### config.mk
export PLATFORM = sky130hd
export DESIGN_NAME = ieg_top
export DESIGN_NICKNAME = d
export VERILOG_FILES = /design/src/ieg_pkg.sv /design/src/ieg_flag_bank.sv /design/src/ieg_top.sv
export VERILOG_INCLUDE_DIRS = /design/src
export SDC_FILE = /design/constraint.sdc
export NUM_CORES = 1
export LEC_CHECK = 0
export BUFFER_PORTS_ARGS = -buffer_cell sky130_fd_sc_hd__buf_2
export CORE_MARGIN = 2
export CORE_UTILIZATION = 38
export CTS_CLUSTER_DIAMETER = 60
export CTS_CLUSTER_SIZE = 24
export DETAILED_ROUTE_END_ITERATION = 16
export PLACE_DENSITY = 0.65
export SLEW_MARGIN = 25
export SYNTH_ARGS = -nofsm -noshare
export SYNTH_HDL_FRONTEND = slang
export SYNTH_HIERARCHICAL = 1
export SYNTH_SLANG_ARGS = --single-unit
### constraint.sdc
create_clock -name clk_sys -period 2.15 [get_ports clk_sys]
set_input_delay 0.3225 -clock clk_sys [delete_from_list [all_inputs] [get_ports clk_sys]]
set_output_delay 0.3225 -clock clk_sys [all_outputs]
set_load 0.02 [all_outputs]
### src/ieg_consts.svh
`ifndef IEG_CONSTS_SVH
`define IEG_CONSTS_SVH

// ---------------------------------------------------------------
// special function register addresses
// ---------------------------------------------------------------
`define IEG_ADDR_MAIN        8'hA8
`define IEG_ADDR_EXT         8'hA9
`define IEG_ADDR_WAKE_MASK   8'h96

// ---------------------------------------------------------------
// reset values and writable bits
// ---------------------------------------------------------------
`define IEG_RST_MAIN         8'h00
`define IEG_RST_EXT          8'h00
`define IEG_RST_WAKE_MASK    8'h00
`define IEG_WR_MASK_MAIN     8'hBF
`define IEG_WR_MASK_EXT      8'h07
`define IEG_WR_MASK_WAKE     8'hFF

// ---------------------------------------------------------------
// field positions, main enable register
// ---------------------------------------------------------------
`define IEG_BIT_GLOBAL_GATE  7
`define IEG_BIT_TIMER2_EN    5
`define IEG_BIT_UART_EN      4
`define IEG_BIT_TIMER1_EN    3
`define IEG_BIT_PIN_B_EN     2
`define IEG_BIT_TIMER0_EN    1
`define IEG_BIT_PIN_A_EN     0

// ---------------------------------------------------------------
// field positions, extension enable register
// ---------------------------------------------------------------
`define IEG_BIT_PIN_C_EN     2
`define IEG_BIT_PORT_CHG_EN  1
`define IEG_BIT_TIMER3_EN    0

// ---------------------------------------------------------------
// sizes
// ---------------------------------------------------------------
`define IEG_NUM_SRC          9
`define IEG_PORT_WIDTH       8

`endif

### src/ieg_pkg.sv
`include "ieg_consts.svh"

package ieg_pkg;

  // one byte of the special function register space
  typedef logic [7:0] ieg_byte_t;

  // source slots, in the order of the request and flag vectors
  typedef enum {
    IEG_SRC_PIN_A,
    IEG_SRC_TIMER0,
    IEG_SRC_PIN_B,
    IEG_SRC_TIMER1,
    IEG_SRC_UART,
    IEG_SRC_TIMER2,
    IEG_SRC_TIMER3,
    IEG_SRC_PORT_CHG,
    IEG_SRC_PIN_C
  } ieg_src_e;

  // one-hot register select: {wake mask, extension, main}
  typedef logic [2:0] ieg_sel_t;

endpackage

### src/ieg_flag_bank.sv
`timescale 1ns/1ns

module ieg_flag_bank #(
  parameter int NUM = 9
) (
  // clock and reset
  input  wire logic           clk_sys,
  input  wire logic           nrst,
  // set and clear pulses
  input  wire logic [NUM-1:0] flag_set,
  input  wire logic [NUM-1:0] flag_clr,
  // sticky flags
  output logic      [NUM-1:0] flags
);

  logic [NUM-1:0] flags_reg;
  logic [NUM-1:0] flags_next;

  // set beats clear so an event in the clearing cycle survives
  always_comb begin
    flags_next = (flags_reg & ~flag_clr) | flag_set;
  end

  // sticky flag storage
  always_ff @(posedge clk_sys) begin
    if (!nrst) begin
      flags_reg <= '0;
    end else begin
      flags_reg <= flags_next;
    end
  end

  assign flags = flags_reg;

endmodule

### src/ieg_top.sv
`timescale 1ns/1ns
`include "ieg_consts.svh"

// Notes on behaviour
// - With the global gate clear no request reaches the cpu, with it set each source follows its enable.
// - Main register bits 5, 4, 3 and 1 enable timer2, uart, timer1 and timer0 requests.
// - Each external pin enable gates both that pin's request and its stop-mode wake-up.
// - An enabled external pin wakes the cpu from stop mode whatever the global gate says.
// - The port change enable gates only the change request and never the port wake-up.
// - Extension register bit 0 enables the timer3 request under the global gate.
// - Every event sets its flag even while its enable is clear.
// - Any enabled request wakes from idle, but only pin events wake from stop.
// - An eight-bit per-pin mask chooses which port pins may raise a change or wake-up.

module ieg_top
  import ieg_pkg::*;
#(
  parameter int NUM_SRC = `IEG_NUM_SRC,
  parameter int PORT_W  = `IEG_PORT_WIDTH
) (
  // clock and reset
  input  wire logic               clk_sys,
  input  wire logic               nrst,
  // special function register access from the cpu core
  input  wire logic [7:0]         sfr_addr,
  input  wire logic               sfr_wr,
  input  wire logic               sfr_rd,
  input  wire logic [7:0]         sfr_wdata,
  output logic      [7:0]         sfr_rdata,
  // event pulses from the interrupt sources
  input  wire logic [NUM_SRC-1:0] src_event,
  input  wire logic [PORT_W-1:0]  port_pin_change,
  // flag clear pulses from the cpu on vector entry
  input  wire logic [NUM_SRC-1:0] flag_clear,
  // flags, gated requests and wake-up
  output logic      [NUM_SRC-1:0] pending_flags,
  output logic      [NUM_SRC-1:0] irq_request,
  output logic                    idle_wake,
  output logic                    stop_wake
);

  // ---------------------------------------------------------------
  // decode
  // ---------------------------------------------------------------

  // one-hot select, shared by write and read paths
  function automatic ieg_sel_t ieg_decode(input logic [7:0] addr);
    ieg_sel_t sel;
    sel    = '0;
    sel[0] = (addr == `IEG_ADDR_MAIN);
    sel[1] = (addr == `IEG_ADDR_EXT);
    sel[2] = (addr == `IEG_ADDR_WAKE_MASK);
    return sel;
  endfunction

  ieg_sel_t wr_sel;
  ieg_sel_t rd_sel;

  assign wr_sel = sfr_wr ? ieg_decode(sfr_addr) : '0;
  assign rd_sel = sfr_rd ? ieg_decode(sfr_addr) : '0;

  // ---------------------------------------------------------------
  // enable registers
  // ---------------------------------------------------------------

  ieg_byte_t main_en_reg;
  ieg_byte_t ext_en_reg;
  ieg_byte_t wake_mask_reg;

  // main enable register, bit 6 is reserved and stays zero
  always_ff @(posedge clk_sys) begin
    if (!nrst) begin
      main_en_reg <= `IEG_RST_MAIN;
    end else if (wr_sel[0]) begin
      main_en_reg <= sfr_wdata & `IEG_WR_MASK_MAIN;
    end
  end

  // extension enable register, upper five bits reserved
  always_ff @(posedge clk_sys) begin
    if (!nrst) begin
      ext_en_reg <= `IEG_RST_EXT;
    end else if (wr_sel[1]) begin
      ext_en_reg <= sfr_wdata & `IEG_WR_MASK_EXT;
    end
  end

  always_ff @(posedge clk_sys) begin
    if (!nrst) begin
      wake_mask_reg <= `IEG_RST_WAKE_MASK;
    end else if (wr_sel[2]) begin
      wake_mask_reg <= sfr_wdata & `IEG_WR_MASK_WAKE;
    end
  end

  // ---------------------------------------------------------------
  // named enable fields
  // ---------------------------------------------------------------

  logic global_irq_gate;
  logic timer2_irq_enable;
  logic uart_irq_enable;
  logic timer1_irq_enable;
  logic timer0_irq_enable;
  logic pin_a_irq_wake_enable;
  logic pin_b_irq_wake_enable;
  logic pin_c_irq_wake_enable;
  logic port_change_irq_enable;
  logic timer3_irq_enable;

  assign global_irq_gate        = main_en_reg[`IEG_BIT_GLOBAL_GATE];
  assign timer2_irq_enable      = main_en_reg[`IEG_BIT_TIMER2_EN];
  assign uart_irq_enable        = main_en_reg[`IEG_BIT_UART_EN];
  assign timer1_irq_enable      = main_en_reg[`IEG_BIT_TIMER1_EN];
  assign pin_b_irq_wake_enable  = main_en_reg[`IEG_BIT_PIN_B_EN];
  assign timer0_irq_enable      = main_en_reg[`IEG_BIT_TIMER0_EN];
  assign pin_a_irq_wake_enable  = main_en_reg[`IEG_BIT_PIN_A_EN];
  assign pin_c_irq_wake_enable  = ext_en_reg[`IEG_BIT_PIN_C_EN];
  assign port_change_irq_enable = ext_en_reg[`IEG_BIT_PORT_CHG_EN];
  assign timer3_irq_enable      = ext_en_reg[`IEG_BIT_TIMER3_EN];

  // per-source enable vector, slot order follows ieg_src_e
  logic [NUM_SRC-1:0] src_enable;

  always_comb begin
    src_enable                   = '0;
    src_enable[IEG_SRC_PIN_A]    = pin_a_irq_wake_enable;
    src_enable[IEG_SRC_TIMER0]   = timer0_irq_enable;
    src_enable[IEG_SRC_PIN_B]    = pin_b_irq_wake_enable;
    src_enable[IEG_SRC_TIMER1]   = timer1_irq_enable;
    src_enable[IEG_SRC_UART]     = uart_irq_enable;
    src_enable[IEG_SRC_TIMER2]   = timer2_irq_enable;
    src_enable[IEG_SRC_TIMER3]   = timer3_irq_enable;
    src_enable[IEG_SRC_PORT_CHG] = port_change_irq_enable;
    src_enable[IEG_SRC_PIN_C]    = pin_c_irq_wake_enable;
  end

  // ---------------------------------------------------------------
  // event capture
  // ---------------------------------------------------------------

  // only unmasked pins count as a change
  logic port_change_hit;

  assign port_change_hit = |(port_pin_change & wake_mask_reg[PORT_W-1:0]);

  logic [NUM_SRC-1:0] flag_set;

  always_comb begin
    flag_set                   = src_event;
    flag_set[IEG_SRC_PORT_CHG] = src_event[IEG_SRC_PORT_CHG] | port_change_hit;
  end

  logic [NUM_SRC-1:0] flags;

  ieg_flag_bank #(
    .NUM      (NUM_SRC)
  ) ieg_flag_bank_inst (
    .clk_sys  (clk_sys),
    .nrst     (nrst),
    .flag_set (flag_set),
    .flag_clr (flag_clear),
    .flags    (flags)
  );

  // ---------------------------------------------------------------
  // request gating
  // ---------------------------------------------------------------

  logic [NUM_SRC-1:0] gated_req;

  assign gated_req = flags & src_enable & {NUM_SRC{global_irq_gate}};

  logic [NUM_SRC-1:0] irq_request_reg;
  logic [NUM_SRC-1:0] pending_flags_reg;

  // requests lag the flags by one edge to keep outputs on flops
  always_ff @(posedge clk_sys) begin
    if (!nrst) begin
      irq_request_reg   <= '0;
      pending_flags_reg <= '0;
    end else begin
      irq_request_reg   <= gated_req;
      pending_flags_reg <= flags;
    end
  end

  // ---------------------------------------------------------------
  // wake-up
  // ---------------------------------------------------------------

  logic idle_wake_reg;
  logic stop_wake_reg;
  logic stop_wake_next;

  // idle wake from any serviceable request
  always_ff @(posedge clk_sys) begin
    if (!nrst) begin
      idle_wake_reg <= 1'b0;
    end else begin
      idle_wake_reg <= |gated_req;
    end
  end

  // pin wake ignores the global gate
  // port wake follows the pin mask only, not its enable
  always_comb begin
    stop_wake_next = (src_event[IEG_SRC_PIN_A] & pin_a_irq_wake_enable)
                   | (src_event[IEG_SRC_PIN_B] & pin_b_irq_wake_enable)
                   | (src_event[IEG_SRC_PIN_C] & pin_c_irq_wake_enable)
                   | port_change_hit;
  end

  // timers and uart never reach the stop wake path
  always_ff @(posedge clk_sys) begin
    if (!nrst) begin
      stop_wake_reg <= 1'b0;
    end else begin
      stop_wake_reg <= stop_wake_next;
    end
  end

  // ---------------------------------------------------------------
  // read path
  // ---------------------------------------------------------------

  ieg_byte_t rdata_reg;

  // reads give zero outside a read or at an unmapped address
  always_ff @(posedge clk_sys) begin
    if (!nrst) begin
      rdata_reg <= 8'h00;
    end else begin
      case (rd_sel)
        3'b001:  rdata_reg <= main_en_reg;
        3'b010:  rdata_reg <= ext_en_reg;
        3'b100:  rdata_reg <= wake_mask_reg;
        default: rdata_reg <= 8'h00;
      endcase
    end
  end

  // ---------------------------------------------------------------
  // outputs
  // ---------------------------------------------------------------

  assign sfr_rdata     = rdata_reg;
  assign pending_flags = pending_flags_reg;
  assign irq_request   = irq_request_reg;
  assign idle_wake     = idle_wake_reg;
  assign stop_wake     = stop_wake_reg;

endmodule

# Word level (Yosys, flattened, before mapping)
# Index checks and enable logic that the tools add are counted.
# W data, S select, Z words.
[word_totals]
reg_bits = 55
input_bits = 46
out_inout_bits = 28
elab_cells = 33
[op_classes]
n_eq_ne = 6
mux = 3
bitwise_logic = 13
reduce_logical = 2
[ops]
columns = ["operator", "count"]
rows = [
  ["$and A9 B9 Y9", 3],
  ["$eq A8 B8 Y1 const B", 3],
  ["$pmux W8 S3", 1],
  ["$not A9 Y9", 1],
  ["$or A9 B9 Y9", 1],
  ["$reduce_or A9 Y1", 1],
  ["$and A8 B8 Y8", 1],
  ["$reduce_or A8 Y1", 1],
  ["$mux W3", 2],
  ["$or A1 B1 Y1", 4],
  ["$and A1 B1 Y1", 3],
  ["$eq A3 B1 Y1 const B", 1],
  ["$eq A3 B2 Y1 const B", 1],
  ["$eq A3 B3 Y1 const B", 1],
]

# Longest topological paths before layout
# Gate-level depths: netlist (run 1).
[depth]
depth_word = 4
ltp_mapped = 5
depth_no_buf = 4

# Hierarchy
# The synthesis (run 1) kept the hierarchy.
[modules_own_cells]
columns = ["mod", "instances", "cells_each", "area_per_inst_um2", "seq_area_each_um2"]
rows = [
  ["ieg_top", 1, 182, 1819.2, 920.9],
  ["ieg_flag_bank", 1, 28, 382.9, 180.2],
]

# Worst setup path after synthesis (run 1)
# No wires, ideal clock.
[synth_timing]
kind = "input port to flip-flop"
from = "input sfr_addr[0]"
to = "register wake_mask_reg[0]"
setup_time_ps = 122
arrival_ps = 1378
t_required_ps = 2028
setup_slack_ps = 650
cell_stages = 4
n_path_buf = 1
path_cell_list = "buf_6 -> nor4b_4 -> nand3_4 -> mux2i_1"
[synth_between]
elab_chain_cells = 2
[synth_rtl]
columns = ["item", "line_no", "rtl"]
rows = [
  ["start: declaration", "ieg_top.sv:25", "input wire logic [7:0] sfr_addr,"],
  ["$eq A8 B8 Y1 (no line)", "n/a", ""],
  ["$mux W3", "ieg_top.sv:59", "assign wr_sel = sfr_wr ? ieg_decode(sfr_addr) : '0;"],
  ["end signal: assignment", "ieg_top.sv:90", "wake_mask_reg <= `IEG_RST_WAKE_MASK;"],
  ["end signal: assignment", "ieg_top.sv:92", "wake_mask_reg <= sfr_wdata & `IEG_WR_MASK_WAKE;"],
  ["end: declaration", "ieg_top.sv:68", "ieg_byte_t wake_mask_reg;"],
]
# Every way passes these cells.
# A chain may end at the register's enable or synchronous reset.

# Worst setup path in the final report (run 1)
[layout_timing]
from = "input sfr_addr[0]"
to = "register rdata_reg[0] (netlist: sfr_rdata[0])"
[layout_between]
elab_chain_cells = 4
elab_cells_between_ends = 8
classes_between = "eq/ne (6); mux (2)"
[layout_rtl]
columns = ["item", "line_no", "rtl"]
rows = [
  ["$eq A8 B8 Y1 (no line)", "n/a", ""],
  ["$mux W3 (*)", "ieg_top.sv:60", "assign rd_sel = sfr_rd ? ieg_decode(sfr_addr) : '0;"],
  ["$eq A3 B3 Y1 (tied with other cells)", "ieg_top.sv:234", "case (rd_sel)"],
  ["$pmux W8 S3 (*)", "ieg_top.sv:234", ""],
  ["end signal: assignment", "ieg_top.sv:235", "3'b001: rdata_reg <= main_en_reg;"],
  ["end signal: assignment", "ieg_top.sv:236", "3'b010: rdata_reg <= ext_en_reg;"],
  ["end signal: assignment", "ieg_top.sv:237", "3'b100: rdata_reg <= wake_mask_reg;"],
  ["end: declaration", "ieg_top.sv:227", "ieg_byte_t rdata_reg;"],
]
# Mark *: on every way between the ends. The rest lies on a longest branch, timed or not.

==> tab_implementation.tex, run 1 <==
\begin{tabular}{lr}
\hline
Metric & Value \\
\hline
\multicolumn{2}{l}{\textbf{Placement}} \\
Port-buffer cells & 73 \\
Final weighted congestion of routability-driven global placement & 0.832 \\
Detailed placer's ending HPWL & 3730 µm \\
\multicolumn{2}{l}{\textbf{Power}} \\
Internal Power & 0.00137 W \\
Comb power frac & 0.082 \\
Net Sw Power & 0.000417 W \\
Worst VDD drop & 0.000377 V \\
Sequential Power Share & 0.586 \\
Clock network fraction of design power & 0.333 \\
Pwr Density & 661 mW/mm² \\
Share of total power consumed by net switching & 0.233 \\
Static leakage & 1.24 nW \\
\multicolumn{2}{l}{\textbf{STA}} \\
Final hold viol count & 0 \\
RSZ-0062 raised after global routing & no \\
Final Max Tran Viols & 0 \\
Worst clock skew & 0.00814 ns \\
Final setup TNS & 0 ns \\
WHS & 0.221 ns \\
Relative slew slack & 0.552 \\
Final cycle utilization of the critical path & 0.689 \\
Maximum frequency from static timing analysis & 0.675 GHz \\
Final Critical Period & 1.48 ns \\
Final setup fails & 0 \\
Measured slew at the worst slew-check pin & 0.669 ns \\
\multicolumn{2}{l}{\textbf{Worst hold path}} \\
Worst hold stages & 2 \\
Worst min-delay path category & input pin to flip-flop \\
\multicolumn{2}{l}{\textbf{Route}} \\
Post-detailed-route via-to-cell ratio & 4.87 \\
Routed length per placed instance & 13.7 µm \\
Total via count in the routed design & 1725 \\
Aggregate routed wire length & 4840 µm \\
\# DRC & 0 \\
Post-route antenna net violation count & 0 \\
Violation count after the first detailed-route iteration & 106 \\
Number of detailed-routing iterations run before antenna repair & 5 \\
\multicolumn{2}{l}{\textbf{Synthesis}} \\
Gate count after technology mapping & 210 \\
Sequential share of the synthesized area & 0.500 \\
Share of the synthesized area in the top cell type & 0.500 \\
Dominant cells by area after synthesis & dfxtp\_1, mux2i\_1, nand2\_1 \\
Post-Syn Nets & 256 \\
Mean Syn Cell Area & 10.5 µm² \\
Synth unique cells & 31 \\
Cell taking the most area after synthesis & dfxtp\_1 \\
Netlist area before placement & 0.00220 mm² \\
Yosys warning count & 6 \\
Synthesized flop and latch total & 55 \\
\multicolumn{2}{l}{\textbf{Clock tree}} \\
Total of cells resized after clock tree synthesis & 0 \\
CTS tree & done \\
Number of hold buffers added after cts & 0 \\
Clock input transition at the sequential cells of the worst setup and hold paths & 0.10 ns \\
Number of setup buffers added after CTS & 0 \\
H-tree lvl count & 2 \\
Clock latency on the worst-skew pair & 0.30 ns \\
Clock sink total & 55 \\
Number of buffers on the longest clock path & 2 \\
TritonCTS buffer count & 5 \\
Clock Root Buffer & clkbuf\_8 \\
\multicolumn{2}{l}{\textbf{Critical path}} \\
Class of the most critical setup path & input pin to flip-flop \\
Crit path launch type & input pin \\
Nature of the critical path endpoint & flip-flop \\
Data arrival time at the worst-slack endpoint & 1.68 ns \\
R2r worst-path depth & 4 \\
Data required time of the critical path & 2.35 ns \\
Critical path fanouts, max & 10 \\
\multicolumn{2}{l}{\textbf{Global routing}} \\
Initial antenna violation count & 0 \\
Overflow after GRT & 0 \\
Maximum number of pins on one net before global-route repair & 23 \\
Vias in the first global route & 1594 \\
Wire length of the first global-routing pass & 7700 µm \\
GRT Util Overall & 0.158 \\
\multicolumn{2}{l}{\textbf{Cells and area}} \\
Most common cell after layout, fill and taps aside & buf\_2 \\
Most frequent cells in the layout & buf\_2, dfxtp\_1, nand2\_1, mux2i\_1, nand4\_1 \\
Synthesis-to-finish area growth & 23.1\% \\
Number of nets in the layout & 327 \\
Fillcell total & 553 \\
Fraction of final layout cells with drive strength greater than 1 & 0.379 \\
ANT cells & 0 \\
\multicolumn{2}{l}{\textbf{Floorplan}} \\
Horizontal extent of the die & 80.1 µm \\
Core outline area & 0.00554 mm² \\
Total die area & 0.00642 mm² \\
Effective utilization at floorplan & 0.397 \\
Core Rows & 27 \\
I/O Pins & 74 \\
Die height & 80.1 µm \\
\multicolumn{2}{l}{\textbf{Job}} \\
Max-Cap Viols & 0 \\
\multicolumn{2}{l}{\textbf{Outcome}} \\
Status & completed \\
\hline
\end{tabular}
## Yosys cell counts
| cell type | number |
|---|---|
| nand4_1 | 15 |
| nand3_4 | 1 |
| o21a_1 | 10 |
| mux2_2 | 3 |
| a222oi_1 | 1 |
| nor2b_4 | 9 |
| clkbuf_1 | 6 |
| buf_1 | 1 |
| nor2_1 | 10 |
| nand3_1 | 1 |
| and2b_2 | 4 |
| a41oi_1 | 1 |
| dfxtp_1 | 55 |
| buf_2 | 2 |
| mux2i_1 | 18 |
| nand2_1 | 37 |
| and2_1 | 9 |
| and4_1 | 1 |
| nor4b_4 | 1 |
| nand4b_1 | 1 |
| inv_1 | 1 |
| buf_4 | 2 |
| nand2_4 | 1 |
| and4b_1 | 1 |
| buf_6 | 2 |
| a22oi_1 | 6 |
| and4_2 | 1 |
| nor3b_2 | 1 |
| a221oi_1 | 7 |
| nor4bb_1 | 1 |
| or2_2 | 1 |
## worst max-delay path, stage by stage
cell and delay [ns]:
buf_2 0.17, nor4b_4 0.66, nand4_1 0.19, a221oi_1 0.33
## per-layer routing
metal  up-vias  track usage  share of wire
met4         0       0.0542         0.0056
met1       801        0.208           0.45
met2        43        0.253           0.51
met5         -            0              0
li1        877            -              -
met3         4       0.0371          0.040
## power by group through the flow
| stage | Sequential, W | Combinational [W] | Clock, W |
|---|---|---|---|
| global route | 0.00105 | 0.000159 | 0.000667 |
| detailed placement | 0.00107 | 0.000147 | 0 |
| floorplan | 0.00108 | 0.0000702 | 0 |
| finish | 0.00105 | 0.000146 | 0.000596 |
| global placement | 0.00107 | 0.000146 | 0 |
| CTS | 0.00105 | 0.000148 | 0.000612 |
## worst paths after layout
| path | startpoint | end | slack (ns) |
|---|---|---|---|
| max reg2reg | wake_mask_reg[2] | ieg_flag_bank_inst/flags[7] | 0.85 |
| min reg2reg | wake_mask_reg[6] | sfr_rdata[6] | 0.46 |
| max | sfr_addr[0] | sfr_rdata[0] | 0.67 |
| min | src_event[1] | ieg_flag_bank_inst/flags[1] | 0.22 |
## final cells by class
class,instances,area (µm²),share of cell area
Tap cell,72,90.1,0.0332
Multi-Input combinational cell,141,1020,0.378
Clock inverter,2,13.8,0.00508
Inverter,1,3.75,0.00139
Sequential cell,55,1100,0.406
Clock buffer,6,82.6,0.0305
Timing Repair Buffer,77,395,0.146
## kinds of logic (layout without fill, tap and decap cells)
kind of cell           after synthesis  count (layout)  synth area share
AND/OR/NAND/NOR                     95              95             0.277
flip-flops                          55              55             0.500
AO/OA/AOI/OAI                       25              25            0.0909
multiplexers                        21              21            0.0972
buffers and inverters               14              86            0.0352
## per-stage QoR
step / setup WS, ns / power, W / area [µm²] / cells / util
2_1_floorplan: 0.650 / 0.00115 / 2200 / 210 / -
3_3_place_gp: 0.402 / 0.00122 / 2610 / 346 / 0.472
3_5_place_dp: 0.373 / 0.00122 / 2610 / 346 / 0.472
4_1_cts: 0.698 / 0.00181 / 2710 / 354 / 0.489
5_1_grt: 0.580 / 0.00188 / 2710 / 354 / 0.489
6_report: 0.669 / 0.00179 / 2710 / 354 / 0.489
(Power assumes the default switching activity.)
==> run 2, diff against run 1 <==
--- a/config.mk
+++ b/config.mk
@@ -6,6 +6,7 @@
 export SDC_FILE = /design/constraint.sdc
 export NUM_CORES = 1
 export LEC_CHECK = 0
+export ABC_AREA = 1
 export BUFFER_PORTS_ARGS = -buffer_cell sky130_fd_sc_hd__buf_2
 export CORE_MARGIN = 2
 export CORE_UTILIZATION = 38
==> constraint.sdc (replaced) <==
create_clock -name clk_sys -period 1.4 [get_ports clk_sys]
set_input_delay 0.21 -clock clk_sys [delete_from_list [all_inputs] [get_ports clk_sys]]
set_output_delay 0.21 -clock clk_sys [all_outputs]
set_load 0.02 [all_outputs]
==> run 2 against run 1 <==
Register-to-register slack got worse by 0.55 ns. Highest routed layer unchanged. Total power up 52%. Clock power is 50% higher. Design area fell by 0.46%. First-iteration DRC count decreased by 10%.
==> tab_implementation.tex, run 2 <==
\begin{tabular}{lr}
\hline
Metric & Value \\
\hline
\multicolumn{2}{l}{\textbf{Clock tree}} \\
Number of hold buffers added after cts & 0 \\
Clock Root Buffer & clkbuf\_8 \\
Clock latency on the worst-skew pair & 0.30 ns \\
Clock input transition at the sequential cells of the worst setup and hold paths & 0.09 ns \\
Number of buffers on the longest clock path & 2 \\
TritonCTS buffer count & 5 \\
Clock sink total & 55 \\
H-tree lvl count & 2 \\
CTS tree & done \\
Number of setup buffers added after CTS & 0 \\
Total of cells resized after clock tree synthesis & 0 \\
\multicolumn{2}{l}{\textbf{Power}} \\
Worst VDD drop & 0.000459 V \\
Internal Power & 0.00209 W \\
Static leakage & 1.36 nW \\
Clock network fraction of design power & 0.329 \\
Comb power frac & 0.079 \\
Sequential Power Share & 0.592 \\
Net Sw Power & 0.000634 W \\
Pwr Density & 1010 mW/mm² \\
Share of total power consumed by net switching & 0.233 \\
\multicolumn{2}{l}{\textbf{Placement}} \\
Instance area after placement & 0.00260 mm² \\
Detailed placer's ending HPWL & 3920 µm \\
Final weighted congestion of routability-driven global placement & 0.852 \\
Port-buffer cells & 73 \\
\multicolumn{2}{l}{\textbf{Cells and area}} \\
ANT cells & 0 \\
Number of nets in the layout & 409 \\
Post-route cell area & 0.00270 mm² \\
Synthesis-to-finish area growth & 24.2\% \\
Most frequent cells in the layout & buf\_2, nand2\_1, dfxtp\_1, inv\_1, a21oi\_1 \\
Fraction of final layout cells with drive strength greater than 1 & 0.288 \\
Most common cell after layout, fill and taps aside & buf\_2 \\
\multicolumn{2}{l}{\textbf{Synthesis}} \\
Netlist area before placement & 0.00217 mm² \\
Commonest cells in the netlist & nand2\_1, dfxtp\_1, inv\_1 \\
Most instantiated library cell after synthesis & nand2\_1 \\
Post-Syn Nets & 334 \\
Mean Syn Cell Area & 7.54 µm² \\
EDFF count, synth & 0 \\
Dominant cells by area after synthesis & dfxtp\_1, nand2\_1, inv\_1 \\
Share of synthesized flip-flops with an asynchronous set or reset & 0 \\
Synthesized flop and latch total & 55 \\
Top flip-flop cell by instance count after synthesis & dfxtp\_1 \\
Sequential share of the synthesized area & 0.507 \\
Gate count after technology mapping & 288 \\
Cell taking the most area after synthesis & dfxtp\_1 \\
Share of the synthesized area in the top cell type & 0.507 \\
Yosys warning count & 6 \\
Synth unique cells & 21 \\
\multicolumn{2}{l}{\textbf{Worst hold path}} \\
Worst hold stages & 3 \\
Worst min-delay path category & input pin to flip-flop \\
Beginning of the worst hold path & src\_event[1] \\
\multicolumn{2}{l}{\textbf{STA}} \\
Maximum frequency from static timing analysis & 0.912 GHz \\
Final setup TNS & 0 ns \\
Final Max Tran Viols & 0 \\
Final cycle utilization of the critical path & 0.783 \\
Worst clock skew & 0.00723 ns \\
Measured slew at the worst slew-check pin & 0.392 ns \\
Relative slew slack & 0.738 \\
Final Critical Period & 1.10 ns \\
Final hold viol count & 0 \\
RSZ-0062 raised after global routing & no \\
Final setup fails & 0 \\
\multicolumn{2}{l}{\textbf{Critical path}} \\
R2r worst-path depth & 4 \\
Class of the most critical setup path & flip-flop to flip-flop \\
FF-to-FF Start & main\_en\_reg[7] \\
Nature of the critical path endpoint & flip-flop \\
Crit path launch type & flip-flop \\
Critical path fanouts, max & 11 \\
Data required time of the critical path & 1.64 ns \\
Data arrival time at the worst-slack endpoint & 1.33 ns \\
Origin of the worst setup path & main\_en\_reg[7] \\
\multicolumn{2}{l}{\textbf{Route}} \\
Post-detailed-route via-to-cell ratio & 4.49 \\
Number of detailed-routing iterations run before antenna repair & 4 \\
Total via count in the routed design & 1957 \\
Post-route antenna net violation count & 0 \\
Aggregate routed wire length & 5020 µm \\
Routed length per placed instance & 11.5 µm \\
Violation count after the first detailed-route iteration & 95 \\
\# DRC & 0 \\
\multicolumn{2}{l}{\textbf{Floorplan}} \\
Effective utilization at floorplan & 0.394 \\
Die height & 79.6 µm \\
Core Rows & 27 \\
Total die area & 0.00634 mm² \\
Core outline area & 0.00551 mm² \\
I/O Pins & 74 \\
Horizontal extent of the die & 79.6 µm \\
\multicolumn{2}{l}{\textbf{Job}} \\
Max-Cap Viols & 0 \\
\multicolumn{2}{l}{\textbf{Global routing}} \\
Initial antenna violation count & 0 \\
Overflow after GRT & 0 \\
Maximum number of pins on one net before global-route repair & 19 \\
GRT Util Overall & 0.172 \\
Wire length of the first global-routing pass & 8510 µm \\
Vias in the first global route & 1892 \\
\multicolumn{2}{l}{\textbf{Outcome}} \\
Status & completed \\
\hline
\end{tabular}
[run 2: power groups by stage]
stage	clock network [W]	registers [W]	logic, W
finish	0.000895	0.00161	0.000216
global route	0.000978	0.00162	0.000246
CTS	0.000914	0.00161	0.000219
detailed placement	0	0.00165	0.000218
global placement	0	0.00165	0.000215
floorplan	0	0.00166	0.0000910
[run 2: metal layers]
metal | up-vias | GRT usage | wire length, µm
met5 | - | 0 | 0
li1 | 1045 | - | -
met3 | 2 | 0.0373 | 259
met1 | 863 | 0.208 | 2300
met4 | 0 | 0.0552 | 40
met2 | 47 | 0.302 | 2420
[run 2: layout make-up]
| class | instances | area, µm² |
|---|---|---|
| clock inverters | 1 | 8.76 |
| multi-input cells | 172 | 832 |
| clock buffers | 7 | 86.3 |
| well taps | 72 | 90.1 |
| fillers | 561 | 2810 |
| repair buffers | 74 | 373 |
| flip-flops and latches | 55 | 1100 |
| inverters | 55 | 206 |
[run 2: kinds of logic (layout without fill, tap and decap cells)]
family                 Yosys count  in the layout  share of synthesized area
AOI/OAI and AO/OA               47             47                      0.113
buffers and inverters           61            137                      0.110
DFF                             55             55                      0.507
and+or+nand+nor                125            125                      0.270
[run 2: critical path, stage by stage, from the launching register on]
cell     delay (ns)
dfxtp_1        0.57
nand3_1        0.17
nand4_1        0.14
nor2_1         0.05
a21oi_1        0.11
[run 2: worst paths after layout]
kind                                      end  slack, ns
setup / recovery                    idle_wake       0.30
hold / removal    ieg_flag_bank_inst/flags[1]       0.13
setup reg to reg                    idle_wake       0.30
hold reg to reg              pending_flags[6]       0.45
[run 2: stage by stage]
stage	hold slack [ns]	cells	utilization	total power, W	worst slack, ns
after CTS	0.128	436	0.490	0.00274	0.319
after detailed placement	0.438	428	0.473	0.00187	0.122
final	0.134	436	0.490	0.00272	0.304
after global routing	0.129	436	0.490	0.00284	0.192
after global placement	0.440	428	0.473	0.00186	0.174
after floorplan	0.344	288	-	0.00175	0.436
==> run 3, diff against run 2 <==
--- a/config.mk
+++ b/config.mk
@@ -13,7 +13,7 @@
 export CTS_CLUSTER_DIAMETER = 60
 export CTS_CLUSTER_SIZE = 24
 export DETAILED_ROUTE_END_ITERATION = 16
-export PLACE_DENSITY = 0.65
+export PLACE_DENSITY = 0.68
 export SLEW_MARGIN = 25
 export SYNTH_ARGS = -nofsm -noshare
 export SYNTH_HDL_FRONTEND = slang
==> constraint.sdc (replaced) <==
create_clock -name clk_sys -period 1 [get_ports clk_sys]
set_input_delay 0.15 -clock clk_sys [delete_from_list [all_inputs] [get_ports clk_sys]]
set_output_delay 0.15 -clock clk_sys [all_outputs]
set_load 0.02 [all_outputs]
==> run 3 against run 2 <==
Non-clock buffer count increased by 16. Highest routed layer unchanged. Via count increased by 6.0%. Global-route usage increased by 0.22 points. Sequential share of layout area decreased by 2.7 points. Count of clock-buffer cells in the layout decreased by 2. Critical path type unchanged. Hold slack got worse by 0.072 ns.
==> tab_implementation.tex, run 3 (same netlist as run 2, synthesis figures left out) <==
\begin{tabular}{lr}
\hline
Metric & Value \\
\hline
\multicolumn{2}{l}{\textbf{Cells and area}} \\
Fraction of final layout cells with drive strength greater than 1 & 0.361 \\
ANT cells & 0 \\
Most common cell after layout, fill and taps aside & buf\_2 \\
Synthesis-to-finish area growth & 33.6\% \\
Most frequent cells in the layout & buf\_2, nand2\_1, dfxtp\_1, inv\_1, a21oi\_1 \\
Final instance count without filler cells & 452 \\
Number of nets in the layout & 425 \\
\multicolumn{2}{l}{\textbf{Worst hold path}} \\
Worst hold stages & 3 \\
Worst min-delay path category & input pin to flip-flop \\
\multicolumn{2}{l}{\textbf{Critical path}} \\
R2r worst-path depth & 5 \\
Data required time of the critical path & 1.21 ns \\
Nature of the critical path endpoint & flip-flop \\
Crit path launch type & flip-flop \\
Class of the most critical setup path & flip-flop to flip-flop \\
Data arrival time at the worst-slack endpoint & 1.19 ns \\
Critical path fanouts, max & 2 \\
\multicolumn{2}{l}{\textbf{Clock tree}} \\
Clock input transition at the sequential cells of the worst setup and hold paths & 0.10 ns \\
Clock latency on the worst-skew pair & 0.31 ns \\
Clock Root Buffer & clkbuf\_8 \\
CTS tree & done \\
Clock sink total & 55 \\
Number of buffers on the longest clock path & 2 \\
H-tree lvl count & 2 \\
TritonCTS buffer count & 5 \\
Number of hold buffers added after cts & 0 \\
\multicolumn{2}{l}{\textbf{Route}} \\
Violation count after the first detailed-route iteration & 87 \\
Post-detailed-route via-to-cell ratio & 4.59 \\
Aggregate routed wire length & 5360 µm \\
Number of detailed-routing iterations run before antenna repair & 5 \\
Total via count in the routed design & 2074 \\
Routed length per placed instance & 11.9 µm \\
Post-route antenna net violation count & 0 \\
\# DRC & 0 \\
\multicolumn{2}{l}{\textbf{Floorplan}} \\
Die height & 79.6 µm \\
Total die area & 0.00634 mm² \\
Core outline area & 0.00551 mm² \\
I/O Pins & 74 \\
Core Rows & 27 \\
Horizontal extent of the die & 79.6 µm \\
Effective utilization at floorplan & 0.394 \\
\multicolumn{2}{l}{\textbf{Power}} \\
Static leakage & 1.45 nW \\
Pwr Density & 1330 mW/mm² \\
Worst VDD drop & 0.000577 V \\
\multicolumn{2}{l}{\textbf{STA}} \\
Measured slew at the worst slew-check pin & 0.247 ns \\
Relative slew slack & 0.835 \\
Final hold viol count & 0 \\
Final setup TNS & 0 ns \\
Final Critical Period & 0.977 ns \\
Maximum frequency from static timing analysis & 1.02 GHz \\
Final cycle utilization of the critical path & 0.977 \\
Final setup fails & 0 \\
Worst clock skew & 0.00593 ns \\
Final Max Tran Viols & 0 \\
WHS & 0.0620 ns \\
RSZ-0062 raised after global routing & yes \\
Worst Setup Slack, final & 0.0232 ns \\
\multicolumn{2}{l}{\textbf{Global routing}} \\
Wire length of the first global-routing pass & 8510 µm \\
Vias in the first global route & 1915 \\
Initial antenna violation count & 0 \\
Overflow after GRT & 0 \\
Maximum number of pins on one net before global-route repair & 24 \\
GRT Util Overall & 0.174 \\
\multicolumn{2}{l}{\textbf{Outcome}} \\
Status & completed \\
\multicolumn{2}{l}{\textbf{Placement}} \\
Number of placed instances, taps included & 443 \\
Final weighted congestion of routability-driven global placement & 0.876 \\
Setup slack after placement & -0.171 ns \\
Port-buffer cells & 73 \\
Detailed placer's ending HPWL & 4140 µm \\
\multicolumn{2}{l}{\textbf{Job}} \\
Max-Cap Viols & 0 \\
\hline
\end{tabular}
run 3: path summary, 6_finish.rpt:
kind	start	to	slack, ns
max	wake_mask_reg[0]	ieg_flag_bank_inst/flags[7]	0.02
min	src_event[6]	ieg_flag_bank_inst/flags[6]	0.06
max reg2reg	wake_mask_reg[0]	ieg_flag_bank_inst/flags[7]	0.02
min reg2reg	ieg_flag_bank_inst/flags[8]	pending_flags[8]	0.46
run 3: power by group:
group          switching, W  total [W]  internal (W)
registers         0.0000297    0.00226       0.00223
clock network      0.000766    0.00127      0.000507
logic              0.000187   0.000323      0.000135
total              0.000983    0.00386       0.00287
run 3: repair_timing:
action                                 CTS  global route
endpoints found under the hold margin    0             0
gates resized for setup                  1            18
pin swaps                                0             5
setup endpoints to repair                1             4
setup buffers                            0             1
run 3: critical path, cell delays in order (launching register included):
cell,delay (ns)
dfxtp_2,0.33
a22o_1,0.23
nor2_2,0.13
nand3b_1,0.08
inv_1,0.05
a21oi_1,0.05
run 3: metal layers:
layer  track usage  up-vias  routed length [µm]
met2         0.301       68                2570
li1              -     1081                   -
met1         0.218      917                2360
met4        0.0466        0                  65
met5             0        -                   0
met3        0.0385        8                 358
run 3: stage by stage:
stage | power (W) | area (µm²) | util
final | 0.00386 | 2900 | 0.527
after global routing | 0.00404 | 2900 | 0.527
after CTS | 0.00388 | 2820 | 0.513
after detailed placement | 0.00263 | 2730 | 0.495
after global placement | 0.00262 | 2730 | 0.495
after floorplan | 0.00245 | 2170 | -
run 3: cell type report:
type,count,area [µm²]
flip-flops and latches,55,1100
well taps,72,90.1
clock inverters,3,23.8
repair buffers,90,515
inverters,55,206
fillers,527,2610
clock buffers,5,68.8
multi-input cells,172,892
